### config.mk
export PLATFORM = sky130hd
export DESIGN_NAME = drive_digital_input_functions
export DESIGN_NICKNAME = d
export VERILOG_FILES = /design/src/drive_digital_input_functions.v
export VERILOG_INCLUDE_DIRS = /design/src
export SDC_FILE = /design/constraint.sdc
export NUM_CORES = 1
export LEC_CHECK = 0
export BUFFER_PORTS_ARGS = -buffer_cell sky130_fd_sc_hd__buf_4
export CAP_MARGIN = 20
export CORE_MARGIN = 3
export CORE_UTILIZATION = 60
export CTS_BUF_LIST = sky130_fd_sc_hd__clkbuf_8
export DETAILED_ROUTE_END_ITERATION = 7
export PLACE_DENSITY = 0.81
export SYNTH_ARGS = -nofsm -noshare
export SYNTH_HDL_FRONTEND = slang
export SYNTH_SLANG_ARGS = --single-unit
export TNS_END_PERCENT = 30
### constraint.sdc
create_clock -name pclk -period 8.37 [get_ports pclk]
set_input_delay 0.4185 -clock pclk [delete_from_list [all_inputs] [get_ports pclk]]
set_output_delay 0.4185 -clock pclk [all_outputs]
set_load 0.02 [all_outputs]
### src/drive_di_map.vh
`ifndef DRIVE_DI_MAP_VH
`define DRIVE_DI_MAP_VH
// ****************************************
// Register offsets
// ****************************************
`define OFS_CTRL        8'h00
`define OFS_FSEL_LO     8'h04
`define OFS_FSEL_HI     8'h08
`define OFS_UPPER       8'h0C
`define OFS_LOWER       8'h10
`define OFS_JOG         8'h14
`define OFS_STATUS      8'h18
`define OFS_FREQ        8'h1C
// ****************************************
// Control fields
// ****************************************
`define CTRL_REV_PROHIBIT 0
`define CTRL_PID_MODE     1
`define CTRL_LIMSRC       3:2
`define CTRL_STOP         5:4
`define CTRL_OL           7:6
`define CTRL_W            8
// ****************************************
// Status fields
// ****************************************
`define ST_FAULT        0
`define ST_EXT_ALARM    1
`define ST_CONFLICT     2
`define ST_RUN_ALARM    3
`define ST_LOCK         4
`define ST_FS_BLOCK     5
`define ST_MOTOR2       6
`define ST_PID          7
`define ST_FTERM        10:8
`define ST_JOG_FAULT    11
// ****************************************
// Reset values
// ****************************************
`define RST_CTRL        8'h00
`define RST_FSEL        64'h0000_0000_0000_0000
`define RST_UPPER       16'hFFFF
`define RST_LOWER       16'h0000
`define RST_JOG         16'h0000
// ****************************************
// Input function codes
// ****************************************
`define FN_ACC1         8'h07
`define FN_HOLD         8'h0A
`define FN_UP           8'h10
`define FN_DOWN         8'h11
`define FN_FORWARD_JOG_INPUT         8'h12
`define FN_REVERSE_JOG_INPUT         8'h13
`define FN_RESET        8'h14
`define FN_FS_NO        8'h15
`define FN_MOTOR2       8'h16
`define FN_FS_NC        8'h17
`define FN_PID_CANCEL   8'h19
`define FN_ACC2         8'h1A
`define FN_LOCK         8'h1B
`define FN_SH           8'h1E
`define FN_EXT_HI       4'h2
`define FN_OFS1         8'h44
`define FN_OFS3         8'h46
`define FN_UD2_UP       8'h75
`define FN_UD2_DN       8'h76
`define EF_NC           0
`define EF_RUN_ONLY     1
`define EF_MODE         3:2
`define EF_ALARM        2'b11
`define EF_COAST        2'b01
// ****************************************
// Limit sources
// ****************************************
`define LIM_PARAM       2'b00
`define LIM_ANALOG      2'b01
// ****************************************
// Timing
// ****************************************
`define CLK_HZ          10000000
`define MS_CYCLES_DEF   (`CLK_HZ / 1000)
`define JOG_CONFLICT_MS 500
`define SH_HOLD_MS      100
`endif

### src/drive_digital_input_functions.v
// Design decisions made here: register access over APB and the register addresses.
`timescale 1ns/100ps
`include "drive_di_map.vh"
module drive_digital_input_functions #(
  parameter NUM_TERM  = 7,
  parameter MS_CYCLES = `MS_CYCLES_DEF,
  parameter UD_STEP   = 16'h0001
) (
  input  wire                pclk,
  input  wire                presetn,
  input  wire                psel,
  input  wire                penable,
  input  wire                pwrite,
  input  wire [7:0]          paddr,
  input  wire [31:0]         pwdata,
  output reg  [31:0]         prdata,
  output reg                 pready,
  output reg                 pslverr,
  input  wire [NUM_TERM-1:0] term_in,
  input  wire                run_cmd,
  input  wire                reset_key,
  input  wire                motor_stopped,
  input  wire                fault_det,
  input  wire [15:0]         analog_ref,
  input  wire [15:0]         analog_lower,
  output reg  [15:0]         freq_ref,
  output reg                 reverse_dir,
  output reg                 run_out,
  output reg                 fault_contact,
  output reg                 output_off,
  output reg  [1:0]          fault_stop_mode,
  output reg                 decel_fast,
  output reg  [1:0]          accel_set,
  output reg                 motor2_out,
  output reg  [1:0]          overload_protect_select,
  output reg                 pid_enable,
  output reg                 param_lock,
  output reg                 external_fault_indication,
  output reg  [2:0]          fault_terminal
);
  // ****************************************
  // Decode helpers
  // ****************************************
  function match;
    input [7:0] fn;
    input [7:0] code;
    begin
      match = (fn == code);
    end
  endfunction

  // ****************************************
  // Registers
  // ****************************************
  reg  [`CTRL_W-1:0] ctrl;
  reg  [63:0]        input_function_select;
  reg  [15:0]        ref_upper_limit;
  reg  [15:0]        ref_lower_limit;
  reg  [15:0]        jog_reference;
  reg  [15:0]        ud_ref;
  reg  [15:0]        sh_ref;
  reg                fault;
  reg                jog_fault;
  reg                ext_alarm;
  reg                run_alarm;
  reg                fs_block;
  reg                motor2;
  reg                conflict;
  reg  [13:0]        ms_cnt;
  reg                ms_tick;
  reg  [9:0]         jog_ms;
  reg  [6:0]         sh_ms;
  reg                sh_done;

  // ****************************************
  // Per-terminal decode
  // ****************************************
  wire [NUM_TERM-1:0] h_up, h_dn, h_fj, h_rj, h_rst, h_fs, h_m2, h_pc;
  wire [NUM_TERM-1:0] h_a1, h_a2, h_lk, h_sh, ef_flt, ef_alm;
  wire [NUM_TERM-1:0] a_up, a_dn, a_lk, a_sh, a_other;
  wire                run_active;

  genvar t;
  generate
    for (t = 0; t < NUM_TERM; t = t + 1) begin : g_term
      wire [7:0] f   = input_function_select[8*t +: 8];
      wire       i   = term_in[t];
      wire       ef  = (f[7:4] == `FN_EXT_HI);
      wire       lvl = f[`EF_NC] ? ~i : i;
      wire       det = ef & lvl & (~f[`EF_RUN_ONLY] | run_active);
      assign a_up[t]   = match(f, `FN_UP);
      assign a_dn[t]   = match(f, `FN_DOWN);
      assign a_lk[t]   = match(f, `FN_LOCK);
      assign a_sh[t]   = match(f, `FN_SH);
      assign a_other[t] = match(f, `FN_HOLD) | a_up[t] | a_dn[t] |
                          (f >= `FN_OFS1 && f <= `FN_OFS3) |
                          match(f, `FN_UD2_UP) | match(f, `FN_UD2_DN);
      assign h_up[t]  = a_up[t] & i;
      assign h_dn[t]  = a_dn[t] & i;
      assign h_fj[t]  = match(f, `FN_FORWARD_JOG_INPUT) & i;
      assign h_rj[t]  = match(f, `FN_REVERSE_JOG_INPUT) & i;
      assign h_rst[t] = match(f, `FN_RESET) & i;
      assign h_fs[t]  = (match(f, `FN_FS_NO) & i) | (match(f, `FN_FS_NC) & ~i);
      assign h_m2[t]  = match(f, `FN_MOTOR2) & i;
      assign h_pc[t]  = match(f, `FN_PID_CANCEL) & i;
      assign h_a1[t]  = match(f, `FN_ACC1) & i;
      assign h_a2[t]  = match(f, `FN_ACC2) & i;
      assign h_lk[t]  = a_lk[t] & ~i;
      assign h_sh[t]  = a_sh[t] & i;
      assign ef_flt[t] = det & (f[`EF_MODE] != `EF_ALARM);
      assign ef_alm[t] = det & (f[`EF_MODE] == `EF_ALARM);
    end
  endgenerate

  wire up      = |h_up;
  wire dn      = |h_dn;
  wire forward_jog_input    = |h_fj;
  wire reverse_jog_input_in = |h_rj;
  wire reverse_jog_input    = reverse_jog_input_in & ~ctrl[`CTRL_REV_PROHIBIT];
  wire jog     = forward_jog_input | reverse_jog_input;
  wire fs_hit  = |h_fs;
  wire lock    = |h_lk;
  assign run_active = (run_cmd & ~fault & ~fs_block) | (jog & ~fault);

  // ****************************************
  // Millisecond tick
  // ****************************************
  always @(posedge pclk or negedge presetn) begin
    if (!presetn) begin
      ms_cnt  <= 14'h0000;
      ms_tick <= 1'b0;
    end else if (ms_cnt == MS_CYCLES[13:0] - 14'h0001) begin
      ms_cnt  <= 14'h0000;
      ms_tick <= 1'b1;
    end else begin
      ms_cnt  <= ms_cnt + 14'h0001;
      ms_tick <= 1'b0;
    end
  end

  // ****************************************
  // Qualification counters
  // ****************************************
  wire jog_conf_hit = (jog_ms == `JOG_CONFLICT_MS - 1) & ms_tick & forward_jog_input & reverse_jog_input_in;
  wire sh_hit       = (sh_ms == `SH_HOLD_MS - 1) & ms_tick & (|h_sh) & ~sh_done;

  always @(posedge pclk or negedge presetn) begin
    if (!presetn) begin
      jog_ms  <= 10'h000;
      sh_ms   <= 7'h00;
      sh_done <= 1'b0;
      sh_ref  <= 16'h0000;
    end else begin
      if (!(forward_jog_input & reverse_jog_input_in))
        jog_ms <= 10'h000;
      else if (ms_tick && jog_ms != `JOG_CONFLICT_MS - 1)
        jog_ms <= jog_ms + 10'h001;
      if (!(|h_sh)) begin
        sh_ms   <= 7'h00;
        sh_done <= 1'b0;
      end else if (ms_tick && sh_ms != `SH_HOLD_MS - 1) begin
        sh_ms <= sh_ms + 7'h01;
      end
      if (sh_hit) begin
        sh_ref  <= analog_ref;
        sh_done <= 1'b1;
      end
    end
  end

  // ****************************************
  // Fault handling
  // ****************************************
  reg       ef_any;
  reg [2:0] ef_term;
  reg [1:0] ef_mode;
  integer   k;
  always @* begin
    ef_any  = 1'b0;
    ef_term = 3'b000;
    ef_mode = 2'b00;
    for (k = NUM_TERM - 1; k >= 0; k = k - 1) begin
      if (ef_flt[k]) begin
        ef_any  = 1'b1;
        ef_term = k[2:0];
        ef_mode = input_function_select[8*k+2 +: 2];
      end
    end
  end

  wire reset_req = (|h_rst | reset_key) & ~run_cmd;
  wire new_fault = ef_any | jog_conf_hit | fault_det;

  always @(posedge pclk or negedge presetn) begin
    if (!presetn) begin
      fault           <= 1'b0;
      jog_fault       <= 1'b0;
      ext_alarm       <= 1'b0;
      fault_terminal  <= 3'b000;
      fault_stop_mode <= 2'b00;
    end else begin
      ext_alarm <= |ef_alm;
      if (new_fault && !fault) begin
        fault     <= 1'b1;
        jog_fault <= jog_conf_hit;
        if (fault_det)
          fault_stop_mode <= `EF_COAST;
        else if (ef_any) begin
          fault_stop_mode <= ef_mode;
          fault_terminal  <= ef_term;
        end else
          fault_stop_mode <= ctrl[`CTRL_STOP];
      end else if (reset_req && !new_fault) begin
        fault     <= 1'b0;
        jog_fault <= 1'b0;
      end
    end
  end

  // ****************************************
  // Fast-stop and motor select
  // ****************************************
  always @(posedge pclk or negedge presetn) begin
    if (!presetn) begin
      fs_block  <= 1'b0;
      motor2    <= 1'b0;
      run_alarm <= 1'b0;
    end else begin
      if (fs_hit && (run_cmd || jog))
        fs_block <= 1'b1;
      else if (motor_stopped && !fs_hit && !run_cmd)
        fs_block <= 1'b0;
      if (!run_active)
        motor2 <= |h_m2;
      run_alarm <= run_active & ((|h_m2) != motor2);
    end
  end

  // ****************************************
  // Up/down reference
  // ****************************************
  reg [15:0] next_ud;
  reg [15:0] lo;
  always @* begin
    next_ud = ud_ref;
    if (ms_tick && up && !dn)
      next_ud = (ud_ref > 16'hFFFF - UD_STEP) ? 16'hFFFF : ud_ref + UD_STEP;
    else if (ms_tick && dn && !up)
      next_ud = (ud_ref < UD_STEP) ? 16'h0000 : ud_ref - UD_STEP;
    case (ctrl[`CTRL_LIMSRC])
      `LIM_PARAM:  lo = ref_lower_limit;
      `LIM_ANALOG: lo = (up | dn) ? analog_lower : 16'h0000;
      default:     lo = ((up | dn) && analog_lower > ref_lower_limit) ?
                        analog_lower : ref_lower_limit;
    endcase
    if (next_ud < lo && (lo == ref_lower_limit || up || dn))
      next_ud = lo;
    if (next_ud > ref_upper_limit)
      next_ud = ref_upper_limit;
    if (!run_cmd)
      next_ud = 16'h0000;
  end

  always @(posedge pclk or negedge presetn) begin
    if (!presetn)
      ud_ref <= 16'h0000;
    else
      ud_ref <= next_ud;
  end

  // ****************************************
  // Configuration check
  // ****************************************
  always @(posedge pclk or negedge presetn) begin
    if (!presetn)
      conflict <= 1'b0;
    else
      conflict <= ((|a_sh) & (|a_other)) | ((|a_up) ^ (|a_dn));
  end

  // ****************************************
  // Command outputs
  // ****************************************
  always @(posedge pclk or negedge presetn) begin
    if (!presetn) begin
      freq_ref                  <= 16'h0000;
      reverse_dir               <= 1'b0;
      run_out                   <= 1'b0;
      fault_contact             <= 1'b0;
      output_off                <= 1'b0;
      decel_fast                <= 1'b0;
      accel_set                 <= 2'b00;
      motor2_out                <= 1'b0;
      overload_protect_select   <= 2'b00;
      pid_enable                <= 1'b0;
      param_lock                <= 1'b0;
      external_fault_indication <= 1'b0;
    end else begin
      if (jog && !fault) begin
        freq_ref    <= jog_reference;
        reverse_dir <= reverse_jog_input & ~forward_jog_input;
      end else begin
        freq_ref    <= (|a_sh) ? sh_ref : ud_ref;
        reverse_dir <= 1'b0;
      end
      run_out       <= run_active & ~(fault_stop_mode == `EF_COAST && fault);
      fault_contact <= fault;
      output_off    <= fault & (fault_stop_mode == `EF_COAST);
      decel_fast    <= fs_block;
      accel_set     <= motor2 ? {1'b1, |h_a1} : {|h_a2, |h_a1};
      motor2_out    <= motor2;
      overload_protect_select <= ctrl[`CTRL_OL];
      pid_enable    <= ctrl[`CTRL_PID_MODE] & ~(|h_pc);
      param_lock    <= lock;
      external_fault_indication <= fault & ~jog_fault & ~fault_det;
    end
  end

  // ****************************************
  // APB slave, one wait state
  // ****************************************
  wire       acc   = psel & penable & pready;
  wire       wr    = acc & pwrite;
  wire [31:0] status = {20'h0_0000, jog_fault, fault_terminal, pid_enable,
                        motor2, fs_block, lock, run_alarm, conflict,
                        ext_alarm, fault};
  wire       known = (paddr == `OFS_CTRL) | (paddr == `OFS_FSEL_LO) |
                     (paddr == `OFS_FSEL_HI) | (paddr == `OFS_UPPER) |
                     (paddr == `OFS_LOWER) | (paddr == `OFS_JOG) |
                     (paddr == `OFS_STATUS) | (paddr == `OFS_FREQ);
  wire       wr_ok = wr & ~lock;

  always @(posedge pclk or negedge presetn) begin
    if (!presetn) begin
      pready                <= 1'b0;
      pslverr               <= 1'b0;
      prdata                <= 32'h0000_0000;
      ctrl                  <= `RST_CTRL;
      input_function_select <= `RST_FSEL;
      ref_upper_limit       <= `RST_UPPER;
      ref_lower_limit       <= `RST_LOWER;
      jog_reference         <= `RST_JOG;
    end else begin
      pready  <= psel & penable & ~pready;
      pslverr <= psel & penable & ~pready & (~known | (pwrite & lock));
      if (psel && penable && !pready && !pwrite) begin
        case (paddr)
          `OFS_CTRL:    prdata <= {24'h00_0000, ctrl};
          `OFS_FSEL_LO: prdata <= input_function_select[31:0];
          `OFS_FSEL_HI: prdata <= input_function_select[63:32];
          `OFS_UPPER:   prdata <= {16'h0000, ref_upper_limit};
          `OFS_LOWER:   prdata <= {16'h0000, ref_lower_limit};
          `OFS_JOG:     prdata <= {16'h0000, jog_reference};
          `OFS_STATUS:  prdata <= status;
          `OFS_FREQ:    prdata <= {16'h0000, freq_ref};
          default:      prdata <= 32'h0000_0000;
        endcase
      end
      if (wr_ok) begin
        case (paddr)
          `OFS_CTRL:    ctrl <= pwdata[`CTRL_W-1:0];
          `OFS_FSEL_LO: input_function_select[31:0] <= pwdata;
          `OFS_FSEL_HI: input_function_select[63:32] <= pwdata;
          `OFS_UPPER:   ref_upper_limit <= pwdata[15:0];
          `OFS_LOWER:   ref_lower_limit <= pwdata[15:0];
          `OFS_JOG:     jog_reference <= pwdata[15:0];
          default:      ctrl <= ctrl;
        endcase
      end
    end
  end
endmodule

Word-level counts from Yosys, hierarchy flattened --
Cells that the tools add are included.
Cells by class: equal/unequal tests 152, $add $sub $neg 5, reductions and logical operators 64, $lt $le $gt $ge 19, multiplexer cells 58, bitwise gates (word level) 238
Operator list (count):
- equality test 8 x 5 -> 1 bit (second input constant) | 88
- one-hot mux 32 bit (8 select lines) | 1
- 2-to-1 mux 16 bit | 11
- AND 1 bit | 146
- OR reduction 7 bit | 17
- equality test 8 x 7 -> 1 bit (second input constant) | 14
- equality test 8 x 4 -> 1 bit (second input constant) | 9
- equality test 8 x 3 -> 1 bit (second input constant) | 8
- bitwise OR 1 bit | 64
- greater-or-equal comparator 8 x 7 -> 1 bit (second input constant) | 7
- <= comparator 8 x 7 -> 1 bit (second input constant) | 7
- greater-than comparator 16 bit | 2
- one-hot mux 16 bit (2 select lines) | 1
- equality test 4 x 2 -> 1 bit (second input constant) | 7
- NOT 1 bit | 27
- logical AND 1 bit | 25
- 2-to-1 mux 1 bit | 23
- 2-to-1 mux 3 bit | 7
- 2-to-1 mux 10 bit | 2
- 2-to-1 mux 2 bit | 10
- adder 16 x 1 -> 16 bit (second input constant) | 1
- equality test 16 bit | 1
- greater-than comparator 16 bit (second input constant) | 1
- < comparator 16 x 1 -> 1 bit (second input constant) | 1
- 25 further kinds | 56
Word-level totals: bits in registers 260, output and inout bits 68, input port bits 88, logic and storage cells 573

Depth between registers and ports, before layout --
Gate-level depths: netlist of run 1.
word-level depth 23, mapped depth 36, mapped depth without buffers 32

Worst setup path before layout of run 1 --
OpenSTA, ideal clock, no wires.
path kind input -> register, from input term_in[6], to register ud_ref[12], required time 8.283 ns, data arrival time 6.505 ns, path buffers 6, stages on the path 35, setup time 0.087 ns, path slack 1.778 ns, cell sequence buf_6 nor3b_4 nand3_1 nand4_1 or3_1 buf_6 or4_1 buf_2 o22ai_1 nor2_1 a211oi_2 ha_1 a21o_1 a21o_1 a21oi_1 a211o_1 a21oi_1 a311o_1 or2_0 nor2_4 buf_4 a21oi_1 ha_1 nand3_1 o221ai_1 a21o_1 a21oi_1 o21ai_0 a21oi_1 a31o_2 clkbuf_1 and2_1 clkbuf_1 nand2_1 o211ai_1
Between the ends: word-level cells in the longest chain between the ends 14, elaborated cells on any way between the ends 26
RTL lines:
- start, declared | line drive_digital_input_functions.v:19 | input wire [NUM_TERM-1:0] term_in,
- parallel branches: the longest is 10 deep, another holds < comparator 16 bit
- 2-to-1 mux 16 bit (*) | line drive_digital_input_functions.v:256 | if (next_ud < lo && (lo == ref_lower_limit || up || dn))
- greater-than comparator 16 bit | line drive_digital_input_functions.v:258 | if (next_ud > ref_upper_limit)
- 2-to-1 mux 16 bit (*) | line drive_digital_input_functions.v:258
- 2-to-1 mux 16 bit (*) | line drive_digital_input_functions.v:260 | if (!run_cmd)
- via next_ud[12] | line drive_digital_input_functions.v:242 | reg [15:0] next_ud;
- end signal, assigned | line drive_digital_input_functions.v:268 | ud_ref <= next_ud;
- end, declared | line drive_digital_input_functions.v:60 | reg [15:0] ud_ref;
Mark *: on every way through the listed nets, which the timed path passes. A chain may end at the register's enable or synchronous reset.

Final worst setup path of run 1 --
from register input_function_select[45], to register ud_ref[4]
Between the ends: word-level cells in the longest chain between the ends 15, elaborated cells on any way between the ends 28
RTL lines:
- start, declared | line drive_digital_input_functions.v:56 | reg [63:0] input_function_select;
- start signal, assigned | line drive_digital_input_functions.v:339 | input_function_select <= `RST_FSEL;
- start signal, assigned | line drive_digital_input_functions.v:363 | `OFS_FSEL_HI: input_function_select[63:32] <= pwdata;
- parallel branches: the longest is 11 deep, another holds < comparator 16 bit
- 2-to-1 mux 16 bit (*) | line drive_digital_input_functions.v:256
- greater-than comparator 16 bit | line drive_digital_input_functions.v:258
- 2-to-1 mux 16 bit (*) | line drive_digital_input_functions.v:258
- 2-to-1 mux 16 bit (*) | line drive_digital_input_functions.v:260
- via next_ud[4] | line drive_digital_input_functions.v:242
Marks and branches as above.

==> flow_summary.rst, run 1 <==
.. list-table::
   :header-rows: 1

   * - Metric
     - Value
   * - Master cell of the clock root buffer
     - sky130_fd_sc_hd__clkbuf_8
   * - Post-route DRC violation count
     - 0
   * - Sinks on Clock Net
     - 260
   * - Die Y
     - approximately 170 um
   * - Power per unit of standard cell area
     - around 180 nW/um2
   * - Xor and xnor area share after synthesis
     - 0.0222
   * - Dominant cells by area after synthesis
     - sky130_fd_sc_hd__dfrtp_1 (38%), sky130_fd_sc_hd__mux2_2 (9.5%), sky130_fd_sc_hd__ha_1 (4.1%)
   * - CP endpoint kind
     - flop
   * - Via count of the first global-routing pass
     - 14,600
   * - Async set or reset register ratio after synthesis
     - 1.00
   * - Detailed-route wire length
     - 56,300 um
   * - Result of the run
     - completed
   * - Static Leakage
     - 8.27 nW
   * - Dominant combinational cell family by area after synthesis
     - simple AND/OR/NAND/NOR gates
   * - Number of antenna-violating nets in the routed design
     - 0
   * - Adder-cell share of the synthesized area
     - 0.0409
   * - Pin slew with the least headroom to its limit
     - 1.10 ns
   * - Final-stage net count
     - 1,978
   * - Number of max-cap violations
     - 0
   * - Synth cell count leaders
     - sky130_fd_sc_hd__dfrtp_1 (244), sky130_fd_sc_hd__nor2_1 (141), sky130_fd_sc_hd__mux2_2 (136), sky130_fd_sc_hd__nand2_1 (124), sky130_fd_sc_hd__a21oi_1 (89)
   * - Maximum buffer depth of the clock tree
     - 3
   * - Unique cell type count in the Yosys netlist
     - 96
   * - Post-synthesis share of cell area spent on and, or, nand and nor gates
     - 0.206
   * - Count of synthesis-stage warnings from yosys
     - 0
   * - Iter 0 DRT Violations
     - 1,563
   * - Diodes inserted
     - 0
   * - Initial antenna violation count
     - 0
   * - Fraction of layout instances using a drive strength above 1
     - 0.248
   * - Count of flip-flops with a built-in enable after synthesis
     - 0
   * - Period utilization
     - 0.910
   * - Critical path required time
     - 8.84 ns
   * - Type of the most critical hold path
     - in -> reg
   * - Most used routing layer in global routing
     - met2
   * - Total of cells resized after clock tree synthesis
     - 0
   * - Remaining global-route overflow
     - 0
   * - Critical path arrival
     - 8.09 ns
   * - Final-layout worst hold slack
     - about 0.037 ns
   * - Setup Viol. Count Final
     - 0
   * - Global-route total usage across every layer
     - 0.383
   * - Share of the yosys chip area belonging to registers
     - 0.403
   * - Vias per Instance
     - 6.81
   * - Synthesized area divided by synthesized cell count
     - 9.44 um2
   * - Total number of vias
     - approximately 15,000
   * - Period minus WS final
     - 7.62 ns
   * - Max-slew headroom at the worst pin
     - 0.257
   * - Total core area
     - 26,300 um2
   * - Die ar.
     - between 20,000 and 30,000 um2
   * - Worst path max stage delay
     - 0.86 ns
   * - Clock latency on the worst-skew pair
     - approximately 0.58 ns
   * - Chip Width
     - roughly 170 um
   * - Post-synthesis to final-layout area growth
     - 14.5%
   * - Post-Syn Instances
     - 1,715
   * - Setup repair after global routing missed its margin
     - no
   * - Mux share of post-synthesis cell area
     - 0.106
   * - Net count of the mapped netlist
     - 1,856
   * - Setup tns final
     - 0 ns
   * - Peak Freq
     - 0.131 GHz
   * - Setup bufs post-CTS
     - 0
   * - Number of buffers created by CTS
     - 44
   * - Max VDD drop
     - 540 uV
   * - Filler instances
     - 2,051
   * - Initial standard-cell utilization of the core
     - 0.616
   * - IO Port Bufs
     - 155
   * - Final number of hold-violating endpoints
     - 0
   * - Met2 track utilization from global routing
     - 0.602
   * - Worst setup path category
     - reg -> reg
   * - Most area-hungry cell type in the Yosys netlist
     - sky130_fd_sc_hd__dfrtp_1
   * - Seq cells post-synth
     - 260
   * - Largest net degree at the start of global routing
     - approximately 140
   * - Met1 demand-to-capacity share in global routing
     - 0.507
   * - Type of origin of the critical path
     - flop
   * - Top-area cell type share of the netlist area
     - 0.377
   * - Most instantiated library cell after synthesis
     - sky130_fd_sc_hd__dfrtp_1
   * - Met3 layer usage reported by global route
     - 0.0843
   * - Final setup skew
     - 0.0241 ns
   * - Global placement routability congestion
     - 1.07
   * - Clock tree from TritonCTS
     - done
   * - Register area
     - 6530 um2
   * - Detailed-placement wirelength estimate
     - 42,500 um
   * - Top FF cell, synth
     - sky130_fd_sc_hd__dfrtp_1
   * - H-tree depth
     - 2
   * - Compound-gate portion of the synthesized area
     - 0.175
   * - Wire length of the first global-routing pass
     - between 80,000 and 90,000 um
   * - Count of pins over their slew limit
     - 0
   * - Multi-input gate area in the final layout
     - approximately 9000 um2
   * - Slowest stage cell, crit path
     - sky130_fd_sc_hd__nor4b_2
   * - Clock-pin transition on the worst setup and hold timing paths
     - approximately 0.06 ns
   * - Site row count
     - 59
   * - DR WL/cell
     - 25.5 um
   * - First-pass iteration count of the detailed router
     - 8
   * - Top Ports
     - 156
   * - Mapped cell area
     - 16,200 um2
   * - Max FO, Critical Path
     - 13
==> path summary, 6_finish.rpt <==
kind / depth (start not counted) / startpoint / slack, ns / end
min in group asynchronous: 2 / presetn / 0.48 / input_function_select[56]$_DFFE_PN0P_
setup / recovery: 28 / input_function_select[45]$_DFFE_PN0P_ / 0.75 / ud_ref[4]$_DFF_PN0_
max in group asynchronous: 3 / presetn / 6.63 / ud_ref[15]$_DFF_PN0_
setup reg to reg: 28 / input_function_select[45]$_DFFE_PN0P_ / 0.75 / ud_ref[4]$_DFF_PN0_
hold / removal: 2 / fault_det / 0.04 / external_fault_indication$_DFF_PN0_
hold reg to reg: 0 / ctrl[6]$_DFFE_PN0P_ / 0.44 / overload_protect_select[0]$_DFF_PN0_
==> cells by family after synthesis <==
| family | count (synthesis) |
|---|---|
| adder cells (fa/ha/maj) | 53 |
| flip-flops | 260 |
| AO/OA/AOI/OAI | 401 |
| multiplexers | 155 |
| buffers and inverters | 175 |
| AND/OR/NAND/NOR | 630 |
| XOR/XNOR | 41 |
==> area by class of cell <==
type                    instances  share of cell area
multi-input cells            1280               0.484
flip-flops and latches        260               0.352
repair buffers                189              0.0777
clock buffers                  56              0.0416
well taps                     335              0.0226
inverters                      62              0.0126
clock inverters                25             0.00979
==> flip-flops by register name (all words and copies together) (netlist names), 2 cells and up <==
signal                   cells
overload_protect_select      2
ref_lower_limit             16
freq_ref                    16
ms_cnt                      14
ref_upper_limit             16
input_function_select       64
fault_terminal               3
jog_reference               16
fault_stop_mode              2
jog_ms                      10
ctrl                         8
ud_ref                      16
prdata                      32
sh_ms                        7
sh_ref                      16
accel_set                    2
==> report_power, final <==
group	switching (mW)	internal (mW)
clock	0.546	0.672
combinational	0.444	0.244
sequential	0.0450	1.30
==> cells in the final DEF, fill, tap and decap left out, types with 6 or more instances in the layout <==
| master | n |
|---|---|
| sky130_fd_sc_hd__and3_1 | 10 |
| sky130_fd_sc_hd__a22o_1 | 24 |
| sky130_fd_sc_hd__nand3_1 | 78 |
| sky130_fd_sc_hd__o211ai_1 | 19 |
| sky130_fd_sc_hd__or3_1 | 14 |
| sky130_fd_sc_hd__nand4_1 | 76 |
| sky130_fd_sc_hd__a31oi_1 | 28 |
| sky130_fd_sc_hd__mux2i_1 | 18 |
| sky130_fd_sc_hd__nand2_1 | 124 |
| sky130_fd_sc_hd__a211oi_2 | 6 |
| sky130_fd_sc_hd__nor2_2 | 7 |
| sky130_fd_sc_hd__a221oi_1 | 23 |
| sky130_fd_sc_hd__mux2_2 | 136 |
| sky130_fd_sc_hd__a21oi_1 | 88 |
| sky130_fd_sc_hd__nor2_1 | 139 |
| sky130_fd_sc_hd__nor3_2 | 8 |
| sky130_fd_sc_hd__ha_1 | 53 |
| sky130_fd_sc_hd__a211oi_1 | 10 |
| sky130_fd_sc_hd__dfrtp_1 | 244 |
| sky130_fd_sc_hd__o221ai_1 | 7 |
| sky130_fd_sc_hd__o21ai_0 | 54 |
| sky130_fd_sc_hd__and2_1 | 11 |
| sky130_fd_sc_hd__a222oi_1 | 6 |
| sky130_fd_sc_hd__dfstp_2 | 16 |
| sky130_fd_sc_hd__nor3_1 | 40 |
| sky130_fd_sc_hd__nor2b_1 | 31 |
| sky130_fd_sc_hd__nand2b_1 | 17 |
| sky130_fd_sc_hd__buf_4 | 186 |
| sky130_fd_sc_hd__clkbuf_8 | 56 |
| sky130_fd_sc_hd__xnor2_1 | 11 |
| sky130_fd_sc_hd__nor4_1 | 16 |
| sky130_fd_sc_hd__nor3b_1 | 7 |
| sky130_fd_sc_hd__xor2_1 | 30 |
| sky130_fd_sc_hd__a41oi_1 | 11 |
| sky130_fd_sc_hd__o22ai_1 | 11 |
| sky130_fd_sc_hd__inv_1 | 76 |
| sky130_fd_sc_hd__o21bai_1 | 7 |
| sky130_fd_sc_hd__a22oi_1 | 44 |
| sky130_fd_sc_hd__a21o_1 | 14 |
| sky130_fd_sc_hd__nor4b_1 | 7 |
==> metal layers <==
layer / vias to the layer above / part of all wire
met2: 874 / 0.46
met5: - / 0
li1: 6653 / -
met3: 187 / 0.10
met4: 0 / 0.051
met1: 7305 / 0.39
==> through the flow <==
| step | power, mW | setup slack, ns | cell area [um2] | utilization | instances |
|---|---|---|---|---|---|
| 2_1_floorplan | 1.80 | 1.78 | 16200 | - | 1715 |
| 3_3_place_gp | 2.04 | 0.922 | 17600 | 0.669 | 2125 |
| 3_5_place_dp | 2.05 | 0.843 | 17600 | 0.669 | 2125 |
| 4_1_cts | 3.26 | 0.815 | 18500 | 0.705 | 2207 |
| 5_1_grt | 3.39 | 0.0843 | 18500 | 0.705 | 2207 |
| 6_report | 3.25 | 0.753 | 18500 | 0.705 | 2207 |
==> repair_timing <==
action / CTS / global route
endpoints found under the hold margin: 29 / 0
hold buffers: 1 / 0
endpoints found under the setup margin: 0 / 0
==> worst max-delay path: cells and delay by family (launching register included) <==
family	cells	cell delay [ns]
AO/OA/AOI/OAI	17	3.09
adder cells (fa/ha/maj)	2	0.55
flip-flops	1	0.47
multiplexers	1	0.23
AND/OR/NAND/NOR	8	3.18
Power figures use the tool's default switching activity.
==> inputs of run 2 (changes only) <==
--- a/config.mk
+++ b/config.mk
@@ -9,10 +9,10 @@
 export BUFFER_PORTS_ARGS = -buffer_cell sky130_fd_sc_hd__buf_4
 export CAP_MARGIN = 20
 export CORE_MARGIN = 3
-export CORE_UTILIZATION = 60
+export CORE_UTILIZATION = 56
 export CTS_BUF_LIST = sky130_fd_sc_hd__clkbuf_8
 export DETAILED_ROUTE_END_ITERATION = 7
-export PLACE_DENSITY = 0.81
+export PLACE_DENSITY = 0.79
 export SYNTH_ARGS = -nofsm -noshare
 export SYNTH_HDL_FRONTEND = slang
 export SYNTH_SLANG_ARGS = --single-unit
==> constraint.sdc (replaced) <==
create_clock -name pclk -period 6.22 [get_ports pclk]
set_input_delay 0.311 -clock pclk [delete_from_list [all_inputs] [get_ports pclk]]
set_output_delay 0.311 -clock pclk [all_outputs]
set_load 0.02 [all_outputs]
==> run 2 against run 1 <==
  * The flow now finishes with violations (setup timing)
  * Critical endpoint is now ud_ref[5]$_DFF_PN0_
  * Utilization is 5.0 points higher
  * Count of clock-buffer cells in the layout down 6
  * Sequential share of layout area shrank 4.5 points
  * Clock power up 23%
  * Final cell count is 16% higher
  * Hold slack worse by 0.019 ns
  * Combinational power up 120%
  * Fmax grew 22%
==> flow_summary.rst, run 2 (same netlist as run 1, synthesis figures left out) <==
.. list-table::
   :header-rows: 1

   * - Metric
     - Value
   * - Wire length of the first global-routing pass
     - 99,300 um (was 85,800 um)
   * - H-tree depth
     - 2 (unchanged)
   * - Period utilization
     - 1.00 (was 0.910)
   * - Critical path required time
     - 6.69 ns (was 8.84 ns)
   * - Utilization after layout
     - 0.755 (was 0.705)
   * - CP endpoint kind
     - flop (unchanged)
   * - Post-Place Worst Slack
     - -0.690 ns (was 0.843 ns)
   * - Pin slew with the least headroom to its limit
     - 1.02 ns (was 1.10 ns)
   * - Slowest stage cell, crit path
     - sky130_fd_sc_hd__or4_4 (was sky130_fd_sc_hd__nor4b_2)
   * - Buf/Inv on CP
     - 2 (was 0)
   * - R2R cell count
     - 30 (was 28)
   * - DR WL/cell
     - 25.4 um (was 25.5 um)
   * - Via count of the first global-routing pass
     - 16,900 (was 14,600)
   * - Worst Setup Slack, final
     - -0.00954 ns (was 0.753 ns)
   * - Fraction of layout instances using a drive strength above 1
     - 0.355 (was 0.248)
   * - Number of antenna-violating nets in the routed design
     - 0 (unchanged)
   * - Site row count
     - 61 (was 59)
   * - Max FO, Critical Path
     - 10 (was 13)
   * - Clock-pin transition on the worst setup and hold timing paths
     - 0.06 ns (about the same)
   * - Number of cells in the finished layout apart from fillers
     - 2,565 (was 2,207)
   * - Remaining global-route overflow
     - 0 (unchanged)
   * - Filler instances
     - 1,983 (was 2,051)
   * - Power per unit of standard cell area
     - 226 nW/um2 (was 175 nW/um2)
   * - Register with the most flip-flops
     - input_function_select (unchanged)
   * - First-pass iteration count of the detailed router
     - 6 (was 8)
   * - Total Power
     - 4.80 mW (was 3.25 mW)
   * - Master cell of the clock root buffer
     - sky130_fd_sc_hd__clkbuf_8 (unchanged)
   * - Top Ports
     - 156 (unchanged)
   * - Final-layout worst hold slack
     - 0.0180 ns (was 0.0373 ns)
   * - Sinks on Clock Net
     - 260 (unchanged)
   * - Capturing element of the worst setup path
     - ud_ref[5]$_DFF_PN0_ (was ud_ref[4]$_DFF_PN0_)
   * - Setup repair after global routing missed its margin
     - yes (was no)
   * - Clock tree from TritonCTS
     - done (unchanged)
   * - Setup crit start
     - input_function_select[28]$_DFFE_PN0P_ (was input_function_select[45]$_DFFE_PN0P_)
   * - Max VDD drop
     - 273 uV (was 540 uV)
   * - Largest registers
     - input_function_select x64, prdata x32 (unchanged)
   * - Max-slew headroom at the worst pin
     - 0.319 (was 0.257)
   * - Die ar.
     - 31,000 um2 (was 29,000 um2)
   * - Worst setup path category
     - reg -> reg (unchanged)
   * - Worst path max stage delay
     - 0.54 ns (was 0.86 ns)
   * - End of the worst register-to-register path
     - ud_ref[5]$_DFF_PN0_ (was ud_ref[4]$_DFF_PN0_)
   * - Post-synthesis to final-layout area growth
     - 31.3% (was 14.5%)
   * - Diodes inserted
     - 0 (unchanged)
   * - Global-route total usage across every layer
     - 0.414 (was 0.383)
   * - Violations in the final reports
     - setup timing
   * - Result of the run
     - complete, but fails checks (was completed)
   * - Detailed-placement wirelength estimate
     - 49,100 um (was 42,500 um)
   * - Count of pins over their slew limit
     - 0 (unchanged)
   * - Total number of vias
     - 16,800 (was 15,000)
   * - Setup Viol. Count Final
     - 2 (was 0)
   * - Global placement routability congestion
     - 1.03 (was 1.07)
   * - Period minus WS final
     - 6.23 ns (was 7.62 ns)
   * - Peak Freq
     - 0.161 GHz (was 0.131 GHz)
   * - Max reg flops
     - 64 (unchanged)
   * - Critical path arrival
     - 6.70 ns (was 8.09 ns)
   * - Final-stage net count
     - 2,294 (was 1,978)
   * - Final non-filler cell area
     - 21,300 um2 (was 18,500 um2)
   * - Iter 0 DRT Violations
     - 1,996 (was 1,563)
   * - Final setup skew
     - 0.0271 ns (was 0.0241 ns)
   * - Multi-input gate area in the final layout
     - 9210 um2 (was 8970 um2)
   * - Static Leakage
     - 9.90 nW (was 8.27 nW)
   * - Initial antenna violation count
     - 2 (was 0)
   * - Clock latency on the worst-skew pair
     - 0.58 ns (about the same)
   * - Reg-to-reg setup timing slack
     - -0.01 ns (was 0.75 ns)
   * - Cell family with the largest share of critical-path delay
     - compound AO/OA/AOI/OAI gates (was simple AND/OR/NAND/NOR gates)
   * - Number of cells on the critical path
     - 30 (was 28)
   * - Maximum buffer depth of the clock tree
     - 3 (unchanged)
   * - Placed cell area
     - 19,700 um2 (was 17,600 um2)
   * - Number of buffers created by CTS
     - 43 (was 44)
   * - Vias per Instance
     - 6.54 (was 6.81)
   * - Final number of hold-violating endpoints
     - 0 (unchanged)
   * - Type of origin of the critical path
     - flop (unchanged)
   * - Most Frequent Cell on Critical Path
     - sky130_fd_sc_hd__a21o_1
   * - Number of cells after detailed placement
     - 2,435 (was 2,125)
   * - Largest net degree at the start of global routing
     - 135 (was 139)
   * - Number of max-cap violations
     - 0 (unchanged)
   * - Most frequent standard cell in the layout excluding fill and tap cells
     - sky130_fd_sc_hd__buf_4 (was sky130_fd_sc_hd__dfrtp_1)
   * - Total core area
     - 28,200 um2 (was 26,300 um2)
   * - Chip Width
     - 176 um (was 170 um)
   * - Setup tns final
     - -0.0153 ns (was 0 ns)
   * - Die Y
     - 176 um (was 170 um)
   * - Startpoint of the most critical register-to-register path
     - input_function_select[28]$_DFFE_PN0P_ (was input_function_select[45]$_DFFE_PN0P_)
   * - Post-route DRC violation count
     - 0 (unchanged)
   * - Initial standard-cell utilization of the core
     - 0.575 (was 0.616)
   * - Type of the most critical hold path
     - in -> reg (unchanged)
   * - Detailed-route wire length
     - 65,200 um (was 56,300 um)
   * - IO Port Bufs
     - 155 (unchanged)
   * - Register area
     - 6530 um2 (unchanged)
   * - Commonest cells after routing, fill and taps aside
     - sky130_fd_sc_hd__buf_4 (456), sky130_fd_sc_hd__dfrtp_1 (244), sky130_fd_sc_hd__nor2_1 (137) (was sky130_fd_sc_hd__dfrtp_1 (244), sky130_fd_sc_hd__buf_4 (186), sky130_fd_sc_hd__nor2_1 (139))
run 2: repair_timing:
item                       in CTS  in global routing
hold buffers                   32                  1
hold endpoints to repair      164                  2
gates cloned                    1                  0
gates resized for setup        29                 39
setup endpoints to repair      16                 16
buffers inserted               11                  5
pin swaps                      17                 32
run 2: worst reg2reg max path, delay by kind of cell, from the launching register on:
| family | cells | cell delay, ns |
|---|---|---|
| adders and majority gates | 2 | 0.56 |
| DFF | 1 | 0.38 |
| buffers and inverters | 2 | 0.25 |
| AOI/OAI and AO/OA | 15 | 2.45 |
| muxes | 1 | 0.19 |
| and+or+nand+nor | 10 | 2.26 |
run 2: final cells by class:
class	count	share of cell area
clock buffers	50	0.0324
clock inverters	29	0.00753
inverters	62	0.0109
multi-input cells	1280	0.433
flip-flops and latches	260	0.307
well taps	378	0.0222
repair buffers	506	0.187
run 2: worst min path at each step:
stage | startpoint | end | slack [ns] | depth (start not counted)
2_1_floorplan | presetn | accel_set[0]$_DFF_PN0_ | 0.02 | 0
6_report | analog_ref[11] | sh_ref[11]$_DFFE_PN0P_ | 0.02 | 2
4_1_cts | pwdata[18] | input_function_select[18]$_DFFE_PN0P_ | 0.002 | 2
5_1_grt | analog_ref[11] | sh_ref[11]$_DFFE_PN0P_ | 0.009 | 2
3_5_place_dp | ctrl[6]$_DFFE_PN0P_ | overload_protect_select[0]$_DFF_PN0_ | 0.43 | 0
3_3_place_gp | ctrl[6]$_DFFE_PN0P_ | overload_protect_select[0]$_DFF_PN0_ | 0.43 | 0
run 2: per-layer routing:
layer,part of all wire,GRT usage,vias to the layer above
met5,0.00014,0,-
met4,0.059,0.197,2
met3,0.098,0.0824,251
met2,0.47,0.685,1065
met1,0.37,0.523,8181
li1,-,-,7276
run 2: report_power, final:
group	total [mW]	internal, mW	switching, mW
clock	1.50	0.780	0.723
sequential	1.80	1.75	0.0488
combinational	1.50	0.670	0.826
total	4.80	3.20	1.60
